==> src/logic/fsp_pkg.sv <==
// shared constants for the fused sum-of-products array block
package fsp_pkg;
  // array geometry
  localparam int NUM_IN_PAIRS = 16;
  localparam int NUM_LINES = 2 * NUM_IN_PAIRS;
  localparam int NUM_TERMS = 64;
  localparam int TERMS_PER_GRP = 8;
  localparam int NUM_OUT = 8;
  localparam int NUM_FUSES = NUM_LINES * NUM_TERMS;
  localparam int NUM_DED = 10;
  localparam int NUM_SEC = 2;
  localparam int SEC_SPLIT_TERM = 32;
  // apb map, byte addresses
  localparam logic [11:0] FUSE_BASE = 12'h000;
  localparam logic [11:0] CTRL_OFS = 12'h100;
  localparam logic [11:0] STAT_OFS = 12'h104;
  // field positions
  localparam int CTRL_SEC_LSB = 0;
  localparam int STAT_Q_LSB = 0;
  localparam int STAT_OE_LSB = 8;
  localparam int STAT_PIN_LSB = 16;
  localparam int STAT_READY_BIT = 24;
  // reset values: intact fuses, security fuses intact, registers low
  localparam logic [NUM_LINES-1:0] FUSE_RST = 32'h0000_0000;
  localparam logic [NUM_SEC-1:0] SEC_RST = 2'h0;
  localparam logic [NUM_OUT-1:0] REG_RST = 8'h00;
  // pin synchroniser reset: enable pin idles high, so no false driver enable
  localparam logic [NUM_DED+NUM_OUT+2:0] SYNC_RST = {3'h2, {(NUM_OUT + NUM_DED){1'b0}}};
  // power-up clear interval
  localparam int POWER_UP_CLEAR_NS = 1000;
  localparam int CLK_MHZ = 40;
  localparam int POWER_UP_CLEAR_CYC = (POWER_UP_CLEAR_NS * CLK_MHZ) / 1000;
  typedef enum logic [1:0] {
    FSP_ST_CLEAR = 2'b01,
    FSP_ST_RUN = 2'b10
  } fsp_state_t;
endpackage : fsp_pkg

==> src/logic/fsp_array_if.sv <==
// carrier between the array owner and the and-array evaluator
`timescale 1ns/1ps
interface fsp_array_if;
  import fsp_pkg::*;
  logic [NUM_LINES-1:0] lines;
  logic [NUM_LINES-1:0] blown [NUM_TERMS];
  logic [NUM_TERMS-1:0] term;
  modport array (input lines, input blown, output term);
  modport owner (output lines, output blown, input term);
endinterface : fsp_array_if

==> src/logic/fsp_and_array.sv <==
// programmable and array: one product term per fuse word
`timescale 1ns/1ps
module fsp_and_array
  import fsp_pkg::*;
(
  fsp_array_if.array a
);
  // a blown fuse forces its line to one, so it drops out of the and
  genvar t;
  generate
    for (t = 0; t < NUM_TERMS; t++) begin : g_term
      assign a.term[t] = &(a.blown[t] | a.lines);
    end
  endgenerate
endmodule : fsp_and_array

==> src/logic/fsp_top.sv <==
// fused sum-of-products array device with apb fuse access
//
// Behaviour
// - 16 input pairs cross 64 product terms, two fuses each, 2048 total.
// - eight groups of eight terms; seven feed combinatorial, eight feed registered.
// - intact fuse connects its line to the term; blown fuse removes it.
// - term true only when all connected lines high; both phases keep it low.
// - term with every fuse blown is always true, and so is its function.
// - variants have 0, 4, 6 or 8 registered outputs, rest combinatorial.
// - every output is active low and can be tri-stated.
// - combinatorial output uses seven terms; first term enables its driver.
// - combinatorial pins feed back, except two on the all-combinatorial variant.
// - registered outputs sum eight terms into flops clocked by the clock pin.
// - one active-low enable pin drives all registered outputs together.
// - register state feeds back internally, sequencing while drivers are off.
// - power-up clears every register, so enabled registered outputs read high.
// - toggling an unconnected input leaves every output unchanged.
// - registers load asynchronously from the registered pins in test.
// - two security fuses each block programming and readout of their half.
// - security fuses do not block register preload.
//
// The APB interface to the registers and the register addresses were decided locally.
`timescale 1ns/1ps
module fsp_top
  import fsp_pkg::*;
#(
  parameter int NUM_REG = 4
)
(
  input wire logic i_sys_clk,
  input wire logic i_rst_n,
  input wire logic i_psel,
  input wire logic i_penable,
  input wire logic i_pwrite,
  input wire logic [11:0] i_paddr,
  input wire logic [31:0] i_pwdata,
  output logic [31:0] o_prdata,
  output logic o_pready,
  output logic o_pslverr,
  input wire logic [NUM_DED-1:0] i_ded_in,
  input wire logic i_pin_clk,
  input wire logic i_oe_n,
  input wire logic i_preload,
  input wire logic [NUM_OUT-1:0] i_io_i,
  output logic [NUM_OUT-1:0] o_io_o,
  output logic [NUM_OUT-1:0] o_io_oe
);
  localparam int SYNC_W = NUM_DED + NUM_OUT + 3;
  localparam int CNT_W = $clog2(POWER_UP_CLEAR_CYC + 1);

  // true when output slot k is registered in this variant
  function automatic logic is_reg(input int k);
    return (k >= (NUM_OUT - NUM_REG) / 2) && (k < (NUM_OUT + NUM_REG) / 2);
  endfunction : is_reg

  // true when fuse word idx lies under a blown security fuse
  function automatic logic is_locked(input logic [5:0] idx, input logic [NUM_SEC-1:0] sec);
    return sec[idx >= 6'(SEC_SPLIT_TERM)];
  endfunction : is_locked

  logic [NUM_OUT-1:0] reg_mask;
  always_comb begin
    for (int k = 0; k < NUM_OUT; k++) begin
      reg_mask[k] = is_reg(k);
    end
  end

  // pin synchronisers; only the second stage is read
  logic [SYNC_W-1:0] sync1_q;
  logic [SYNC_W-1:0] sync2_q;
  logic clk_prev_q;
  always_ff @(posedge i_sys_clk or negedge i_rst_n) begin
    if (!i_rst_n) begin
      sync1_q <= SYNC_RST;
      sync2_q <= SYNC_RST;
      clk_prev_q <= 1'b0;
    end else begin
      sync1_q <= {i_preload, i_oe_n, i_pin_clk, i_io_i, i_ded_in};
      sync2_q <= sync1_q;
      clk_prev_q <= sync2_q[NUM_DED + NUM_OUT];
    end
  end

  logic [NUM_DED-1:0] ded_s;
  logic [NUM_OUT-1:0] io_s;
  logic pin_clk_s;
  logic oe_n_s;
  logic preload_s;
  logic clk_rise;
  assign ded_s = sync2_q[NUM_DED-1:0];
  assign io_s = sync2_q[NUM_DED +: NUM_OUT];
  assign pin_clk_s = sync2_q[NUM_DED + NUM_OUT];
  assign oe_n_s = sync2_q[NUM_DED + NUM_OUT + 1];
  assign preload_s = sync2_q[NUM_DED + NUM_OUT + 2];
  assign clk_rise = pin_clk_s && !clk_prev_q;

  // fuse store and security fuses
  logic [NUM_LINES-1:0] blown_q [NUM_TERMS];
  logic [NUM_LINES-1:0] blown_d [NUM_TERMS];
  logic [NUM_SEC-1:0] sec_q;
  logic [NUM_SEC-1:0] sec_d;
  logic [NUM_OUT-1:0] q_q;
  logic [NUM_OUT-1:0] q_d;
  logic [NUM_OUT-1:0] out_q;
  logic [NUM_OUT-1:0] out_d;
  logic [NUM_OUT-1:0] oe_q;
  logic [NUM_OUT-1:0] oe_d;
  fsp_state_t state_q;
  fsp_state_t state_d;
  logic [CNT_W-1:0] cnt_q;
  logic [CNT_W-1:0] cnt_d;
  logic [31:0] prdata_q;
  logic [31:0] prdata_d;

  // apb decode; zero wait states, access phase always ready
  logic setup;
  logic access;
  logic fuse_hit;
  logic ctrl_hit;
  logic stat_hit;
  logic [5:0] word_idx;
  logic locked;
  assign setup = i_psel && !i_penable;
  assign access = i_psel && i_penable;
  assign fuse_hit = (i_paddr[11:8] == FUSE_BASE[11:8]) && (i_paddr[1:0] == 2'h0);
  assign ctrl_hit = (i_paddr == CTRL_OFS);
  assign stat_hit = (i_paddr == STAT_OFS);
  assign word_idx = i_paddr[7:2];
  assign locked = fuse_hit && is_locked(word_idx, sec_q);
  assign o_pready = access;
  // error on unmapped address or secured fuse word
  assign o_pslverr = access && (!(fuse_hit || ctrl_hit || stat_hit) || locked);
  assign o_prdata = prdata_q;

  // fuse programming and security fuse blowing
  always_comb begin
    blown_d = blown_q;
    sec_d = sec_q;
    if (access && i_pwrite && fuse_hit && !locked) begin
      blown_d[word_idx] = i_pwdata;
    end
    // security fuses only ever blow; a zero write cannot restore them
    if (access && i_pwrite && ctrl_hit) begin
      sec_d = sec_q | i_pwdata[CTRL_SEC_LSB +: NUM_SEC];
    end
  end

  // read data captured in the setup cycle, shown in the access cycle
  always_comb begin
    prdata_d = prdata_q;
    if (setup) begin
      prdata_d = '0;
      if (fuse_hit && !locked) begin
        prdata_d = blown_q[word_idx];
      end else if (ctrl_hit) begin
        prdata_d[CTRL_SEC_LSB +: NUM_SEC] = sec_q;
      end else if (stat_hit) begin
        prdata_d[STAT_Q_LSB +: NUM_OUT] = q_q;
        prdata_d[STAT_OE_LSB +: NUM_OUT] = oe_q;
        prdata_d[STAT_PIN_LSB +: NUM_OUT] = out_q;
        prdata_d[STAT_READY_BIT] = (state_q == FSP_ST_RUN);
      end
    end
  end

  // array input lines: dedicated pins, then one line per output slot, its feedback or a spare dedicated pin
  fsp_array_if arr ();
  logic [NUM_IN_PAIRS-1:0] in_val;
  always_comb begin
    in_val[NUM_OUT-1:0] = ded_s[NUM_OUT-1:0];
    for (int k = 0; k < NUM_OUT; k++) begin
      if (reg_mask[k]) begin
        in_val[NUM_OUT + k] = q_q[k];
      end else if (NUM_REG == 0 && (k == 0 || k == NUM_OUT - 1)) begin
        // outer slots have no feedback; spare dedicated pins take their lines
        in_val[NUM_OUT + k] = (k == 0) ? ded_s[NUM_OUT] : ded_s[NUM_OUT + 1];
      end else begin
        in_val[NUM_OUT + k] = io_s[k];
      end
    end
    for (int i = 0; i < NUM_IN_PAIRS; i++) begin
      arr.lines[2 * i] = in_val[i];
      arr.lines[2 * i + 1] = !in_val[i];
    end
  end
  assign arr.blown = blown_q;

  fsp_and_array u_and_array (
    .a(arr.array)
  );

  // fixed or gates per group
  logic [NUM_OUT-1:0] sum;
  logic [NUM_OUT-1:0] term_en;
  always_comb begin
    for (int k = 0; k < NUM_OUT; k++) begin
      if (reg_mask[k]) begin
        sum[k] = |arr.term[k * TERMS_PER_GRP +: TERMS_PER_GRP];
      end else begin
        sum[k] = |arr.term[k * TERMS_PER_GRP + 1 +: TERMS_PER_GRP - 1];
      end
      term_en[k] = arr.term[k * TERMS_PER_GRP];
    end
  end

  // power-up clear, then clock-pin capture or preload
  always_comb begin
    state_d = state_q;
    cnt_d = cnt_q;
    q_d = q_q;
    unique case (state_q)
      FSP_ST_CLEAR: begin
        // clock pin edges are ignored until the clear interval ends
        q_d = REG_RST;
        cnt_d = cnt_q + CNT_W'(1);
        if (cnt_q == CNT_W'(POWER_UP_CLEAR_CYC - 1)) begin
          state_d = FSP_ST_RUN;
        end
      end
      FSP_ST_RUN: begin
        // preload ignores security fuses and the clock
        if (preload_s) begin
          q_d = ~io_s & reg_mask;
        end else if (clk_rise) begin
          q_d = sum & reg_mask;
        end
      end
    endcase
  end

  // pin drivers are registered: one cycle after the array settles
  always_comb begin
    for (int k = 0; k < NUM_OUT; k++) begin
      out_d[k] = reg_mask[k] ? !q_q[k] : !sum[k];
      oe_d[k] = reg_mask[k] ? !oe_n_s : term_en[k];
    end
  end
  assign o_io_o = out_q;
  assign o_io_oe = oe_q;

  always_ff @(posedge i_sys_clk or negedge i_rst_n) begin
    if (!i_rst_n) begin
      for (int t = 0; t < NUM_TERMS; t++) begin
        blown_q[t] <= FUSE_RST;
      end
      sec_q <= SEC_RST;
      q_q <= REG_RST;
      out_q <= '1;
      oe_q <= '0;
      state_q <= FSP_ST_CLEAR;
      cnt_q <= '0;
      prdata_q <= '0;
    end else begin
      blown_q <= blown_d;
      sec_q <= sec_d;
      q_q <= q_d;
      out_q <= out_d;
      oe_q <= oe_d;
      state_q <= state_d;
      cnt_q <= cnt_d;
      prdata_q <= prdata_d;
    end
  end
endmodule : fsp_top

==> config.mk <==
export PLATFORM = sky130hd
export DESIGN_NAME = fsp_top
export DESIGN_NICKNAME = d
export VERILOG_FILES = /design/src/logic/fsp_pkg.sv /design/src/logic/fsp_array_if.sv /design/src/logic/fsp_and_array.sv /design/src/logic/fsp_top.sv
export SDC_FILE = /design/constraint.sdc
export NUM_CORES = 2
export LEC_CHECK = 0
export BUFFER_PORTS_ARGS = -buffer_cell sky130_fd_sc_hd__buf_4
export CAP_MARGIN = 20
export CORE_ASPECT_RATIO = 0.6
export CORE_MARGIN = 3
export CORE_UTILIZATION = 35
export DETAILED_ROUTE_END_ITERATION = 10
export PLACE_DENSITY_LB_ADDON = 0.1
export SYNTH_ARGS = -nofsm -noshare
export SYNTH_HDL_FRONTEND = slang
export SYNTH_SLANG_ARGS = --single-unit
==> constraint.sdc <==
create_clock -name i_sys_clk -period 2.4 [get_ports i_sys_clk]
set_input_delay 0.48 -clock i_sys_clk [delete_from_list [all_inputs] [get_ports i_sys_clk]]
set_output_delay 0.48 -clock i_sys_clk [all_outputs]
set_load 0.03 [all_outputs]
---- Word level (Yosys, flattened, before mapping) ----
Index checks and enable logic that the tools add are counted.
storage, ports and cells
  flip-flop bits (word level) ............. 2,157
  output and inout bits ................... 50
  word-level logic and storage cells ...... 283
cells by class
  add/sub/neg operators ................... 1
  $lt $le $gt $ge ......................... 4
  equal/unequal tests ..................... 6
  multiplexer cells ....................... 16
  bitwise operators ....................... 67
  reductions and logical operators ........ 115
operator list
  operator                                                  number
  bitwise mux 2048 bit                                      1
  bitwise OR 32 bit                                         64
  AND reduction 32 bit                                      64
  binary-select mux 32 bit (select 6 bit)                   1
  demux 32 bit (select 6 bit)                               1
  two-way mux 32 bit                                        3
  two-way mux 25 bit                                        2
  OR reduction 8 bit                                        4
  OR reduction 7 bit                                        4
  zero test 1 bit                                           25
  equality test 12 x 9 -> 1 bit, second input constant      2
  two-way mux 23 bit                                        1
  two-way mux 8 bit                                         2
  case mux 8 bit (2 select lines)                           1
  logical AND 1 bit                                         12
  greater-or-equal comparator 7 bit, second input constant  1
  < comparator 7 x 1 -> 1 bit, second input constant        1
  two-way mux 7 bit                                         1
  NOT 6 -> 7 bit                                            1
  adder 6 x 1 -> 6 bit, second input constant               1
  equality test 6 bit, second input constant                1
  greater-or-equal comparator 6 bit, second input constant  1
  NOT 6 bit                                                 1
  zero test 4 bit                                           1
  10 further kinds                                          13

---- Longest topological paths before layout ----
  depth after elaboration ................. 7
  mapped depth ............................ 11
  mapped depth without buffers ............ 6

---- Hierarchy ----
From an unflattened synthesis, not the netlist that was laid out.
second synthesis, totals
  cell total of the unflattened synthesis .. 8,431
  area total of the unflattened synthesis .. 107,779.6 um2
by module, submodules not included
  module         instances  cells an instance  area an instance (um2)  seq. area each (um2)
  fsp_top        1          6,497              96,694.0                53,715.3
  fsp_and_array  1          1,934              11,085.6                0.0

---- Least setup slack after synthesis ----
OpenSTA, ideal clock, no wires.
  path kind ............................... in2reg
  start ................................... input port i_paddr[3]
  end ..................................... register prdata_q[8], in the netlist o_prdata[8]
  setup time .............................. 127 ps
  arrival time ............................ 2,802 ps
  data required time ...................... 2,273 ps
  slack ................................... -529 ps
  stages on the path ...................... 10
  path buffers ............................ 5
  cells stage by stage .................... clkbuf_1 -> clkbuf_1 -> buf_2 -> clkbuf_1 -> clkbuf_1 -> mux4_2 -> nand2_1 -> o2111ai_1 -> o31ai_1 -> nand2_1
between the ends
  cells in the longest elaborated chain, start to end .. 7
RTL lines
  element                                               RTL line        RTL
  start: declaration                                    fsp_top.sv:35   input wire logic [11:0] i_paddr,
  greater-or-equal comparator 6 bit                     fsp_top.sv:58   return sec[idx >= 6'(SEC_SPLIT_TERM)];
  two-way mux 1 bit (implied by the code) (2 in a row)  fsp_top.sv:58
  logical AND 1 bit                                     fsp_top.sv:129  assign locked = fuse_hit && is_locked(word_idx, sec_q);
  zero test 1 bit                                       fsp_top.sv:153  if (fuse_hit && !locked) begin
  logical AND 1 bit                                     fsp_top.sv:153
  two-way mux 25 bit (*)                                fsp_top.sv:153
  end signal: assignment                                fsp_top.sv:261  prdata_q <= prdata_d;
  end: declaration                                      fsp_top.sv:112  logic [31:0] prdata_q;
Mark *: on every way between the ends. The rest lies on a longest branch, timed or not. The select of a mux whose other input is x is not followed.
A chain may end at the register's enable or synchronous reset.

---- Final worst setup path ----
  start ................................... register sec_q[0]
  end ..................................... register blown_q, in the netlist arr.blown[802]
between the ends
  cells in the longest elaborated chain, start to end .. 5
RTL lines
  element                                               RTL line        RTL
  start: declaration                                    fsp_top.sv:100  logic [NUM_SEC-1:0] sec_q;
  start signal: assignment                              fsp_top.sv:246  sec_q <= SEC_RST;
  start signal: assignment                              fsp_top.sv:255  sec_q <= sec_d;
  two-way mux 1 bit (implied by the code) (2 in a row)  fsp_top.sv:58
  logical AND 1 bit                                     fsp_top.sv:129
  zero test 1 bit                                       fsp_top.sv:139  if (access && i_pwrite && fuse_hit && !locked) begin
  logical AND 1 bit                                     fsp_top.sv:139
  end signal: assignment                                fsp_top.sv:254  blown_q <= blown_d;
  end: declaration                                      fsp_top.sv:98   logic [NUM_LINES-1:0] blown_q [NUM_TERMS];
Every way passes these cells. The select of a mux whose other input is x is not followed.

==> impl_metrics.yaml <==
floorplanning:
  rows: 157
  die_h_um: 437.9
  die_x_um: 725.9
  start_util: 0.3543
  io_pins: 120
  dieArea_mm2: 0.3179
  core_mm2: 0.3072
power_and_ir_drop:
  total_leakage_power_nw: 64.28
  switching_share: 0.2613
  comb_power_share: 0.080
  pwr-share-clk: 0.456
  power.switching_w: 0.02049
  ir_drop_mv: 0.5970
  power.density_mw_per_mm2: 574.3
  finalPower_w: 0.07844
  pwr-share-seq: 0.464
  internal_power_w: 0.05794
synth:
  yosys-top-cells-area: "dfrtp_1, mux2_2, mux2i_1"
  syn_inst: 7852
  syn_avg_cell_area_um2: 13.86
  yosysWarnings: 0
  yosys-top-cells-count: "dfrtp_1, mux2_2, mux2i_1"
  synth_most_common_cell: "dfrtp_1"
  synth_area_leader_cell: "dfrtp_1"
  yosysUniqueCellTypes: 65
  yosysTopAreaCellShare: 0.4909
  syn_nets: 7923
  synth_ff_type: "dfrtp_1"
  synth_area_mm2: 0.1088
  synth-seq-area-share: 0.4935
  async_flop_share: 1.000
  synth-edff-count: 0
  ys_seq_elements: 2146
placed_design:
  post-dp-hpwl_um: 393700
  place_ws_ns: -1.199
  routabilityCongestion: 1.021
  port-buffer-count: 117
worst_setup_path:
  startpoint: "sec_q[0]"
  timing.critical_path.mode_cell: "buf_12"
  path_max_fanout: 16
  worst-path-buf-inv: 5
  timing.rr.end: "arr.blown[802]"
  r2r.worst_path.cells: 11
  crit_chain: "mux2_4 -> nor4_4 -> buf_4 -> nand3b_1 -> buf_6 -> nor2_4 -> buf_12 -> buf_12 -> nand2_8 -> buf_12 -> mux2_2"
  worstSetupEndpoint: "arr.blown[802]"
  cp-start-kind: "register"
  end_kind: "register"
  max_stage_delay_ns: 0.38
  required_ns: 3.17
  critical_path_class: "register to register"
  rrSetupSlack_ns: -0.37
  rr_startpoint: "sec_q[0]"
  cp.depth: 11
  crit_family: "buffers and inverters"
  worstPathArrival_ns: 3.54
  cpMaxStageDelayCell: "dfrtp_1"
sta:
  skew_ns: 0.06827
  max_slew_margin: 0.2106
  finalCriticalPeriod_ns: 2.765
  setup_ws_ns: -0.3654
  finalMaxSlewViolations: 0
  setup_viol: 2084
  timing.fmax_ghz: 0.3616
  post-route-period-util: 1.152
  hold_ws_ns: 0.05956
  rsz0062_at_grt: "yes"
  tightest_slew_ns: 1.175
  finalHoldViolCount: 0
clocking:
  cts_tree: "yes"
  htree_levels: 4
  clk_pin_slew_ns: 0.07
  clock_latency_ns: 0.95
  cts_buffers: 225
  cts_max_path_buffers: 4
  clockRootBuffer: "clkbuf_16"
  cts_sinks: 2146
route:
  drcViolationCount: 0
  final_antenna_net_count: 0
  highest_layer: "met5"
  dr.pass1.iters: 6
  met1_length_um: 253300
  drt_wl_total_um: 540200
  vias: 81010
  dr_wl_met2_um: 206400
  drt_iter0_drc: 10900
  via_per_inst: 6.134
  wl_per_cell_um: 40.91
  route.met3.wl_um: 63880
run_status:
  violations: "negative setup slack"
  status: "finished with violations"
grt:
  grt_max_degree: 127
  first_global_vias: 77680
  overflow: 0
  antenna_found_initial: 68
  grt_pass1_wl_um: 712400
  grt_usage: 0.3262
run:
  maxCapViolations: 0
finish:
  n_fill_cell: 27960
  area_growth_pct: 25.49
  nets: 8937
  drive_gt1_frac: 0.4882
worst_hold_path:
  hp-class: "input port to register"
  whs_path_depth: 2
==> kinds of logic (layout without fill, tap and decap cells) <==
kind of cell,after synthesis,after routing,share of synthesized area
AOI/OAI and AO/OA,420,420,0.02708
xor gates and xnor gates,5,5,0.0004024
adders and majority gates,1,1,0.0001149
buffers and inverters,765,1959,0.02918
DFF,2146,2146,0.4935
muxes,3786,3786,0.4128
other,0,25,0
and+or+nand+nor,729,729,0.03687
==> layer usage <==
metal	global-route usage	up-vias
met4	0.07872	18
met1	0.5069	44180
met2	0.4281	4277
met3	0.1070	685
li1	-	31850
met5	0	-
==> cell usage in the layout, fill, tap and decap left out, drive strengths merged, types with 17 or more instances in the layout <==
master | synthesis | layout
nand4 | 85 | 85
inv | 14 | 17
mux2i | 1369 | 1369
mux2 | 2061 | 2061
dfrtp | 2135 | 2135
nor4 | 268 | 268
nand2 | 129 | 129
o21ai | 24 | 24
nand3 | 82 | 82
nor3 | 19 | 19
a21oi | 60 | 60
a22oi | 189 | 189
dlygate4sd3 | 0 | 23
nor2 | 80 | 80
o22ai | 50 | 50
buf | 384 | 1475
clkinv | 1 | 42
diode | 0 | 25
mux4 | 356 | 356
clkbuf | 366 | 392
==> area by class of cell <==
cell class	instances	area, µm²	area share
diodes	25	62.56	0.0004580
clock buffers	355	6693	0.04900
clock inverters	52	485.5	0.003554
inverters	15	58.81	0.0004306
multi-input cells	4941	53440	0.3912
flip-flops and latches	2146	53780	0.3937
well taps	4134	5172	0.03787
repair buffers	1537	16900	0.1237
==> power by group through the flow <==
stage	Combinational [W]	Sequential, W	Clock, W
floorplan	0.00210	0.0370	0
global placement	0.00601	0.0371	0
detailed placement	0.00604	0.0371	0
CTS	0.00615	0.0364	0.0363
global route	0.00640	0.0364	0.0376
finish	0.00626	0.0364	0.0358
==> flip-flops by register name (all words and copies together) (netlist names) <==
register	flops
sync1_q	19
o_prdata	32
cnt_q	6
state_q	2
o_io_o	8
q_q	4
clk_prev_q	1
sync2_q	19
arr.blown	2048
o_io_oe	5
sec_q	2
==> metrics by stage <==
stage / TNS [ns] / area (µm²) / utilization / instances
finish: -498.84 / 136600 / 0.4446 / 13210
global route: -487.85 / 136500 / 0.4444 / 13190
CTS: -747.80 / 134200 / 0.4369 / 13120
detailed placement: -1918.85 / 125800 / 0.4095 / 12660
global placement: -2003.79 / 125800 / 0.4095 / 12660
floorplan: -916.45 / 108900 / - / 7852
==> worst min-delay path by stage <==
stage,from,to,slack [ns]
floorplan,i_rst_n,arr.blown[0],0.18
global placement,sync1_q[1],sync2_q[1],0.34
detailed placement,sync1_q[17],sync2_q[17],0.34
CTS,i_rst_n,arr.blown[2016],0.03
global route,i_rst_n,arr.blown[2016],0.06
finish,i_pwdata[6],arr.blown[390],0.06
==> timing repair <==
action | in CTS | in global routing
hold buffers | 23 | 0
endpoints found under the setup margin | 2086 | 2088
gates cloned | 14 | 46
setup buffers | 19 | 17
hold endpoints to repair | 804 | 0
resized for setup | 77 | 260
pin swaps | 13 | 22
Note: power is estimated with default switching activity, not from simulation.
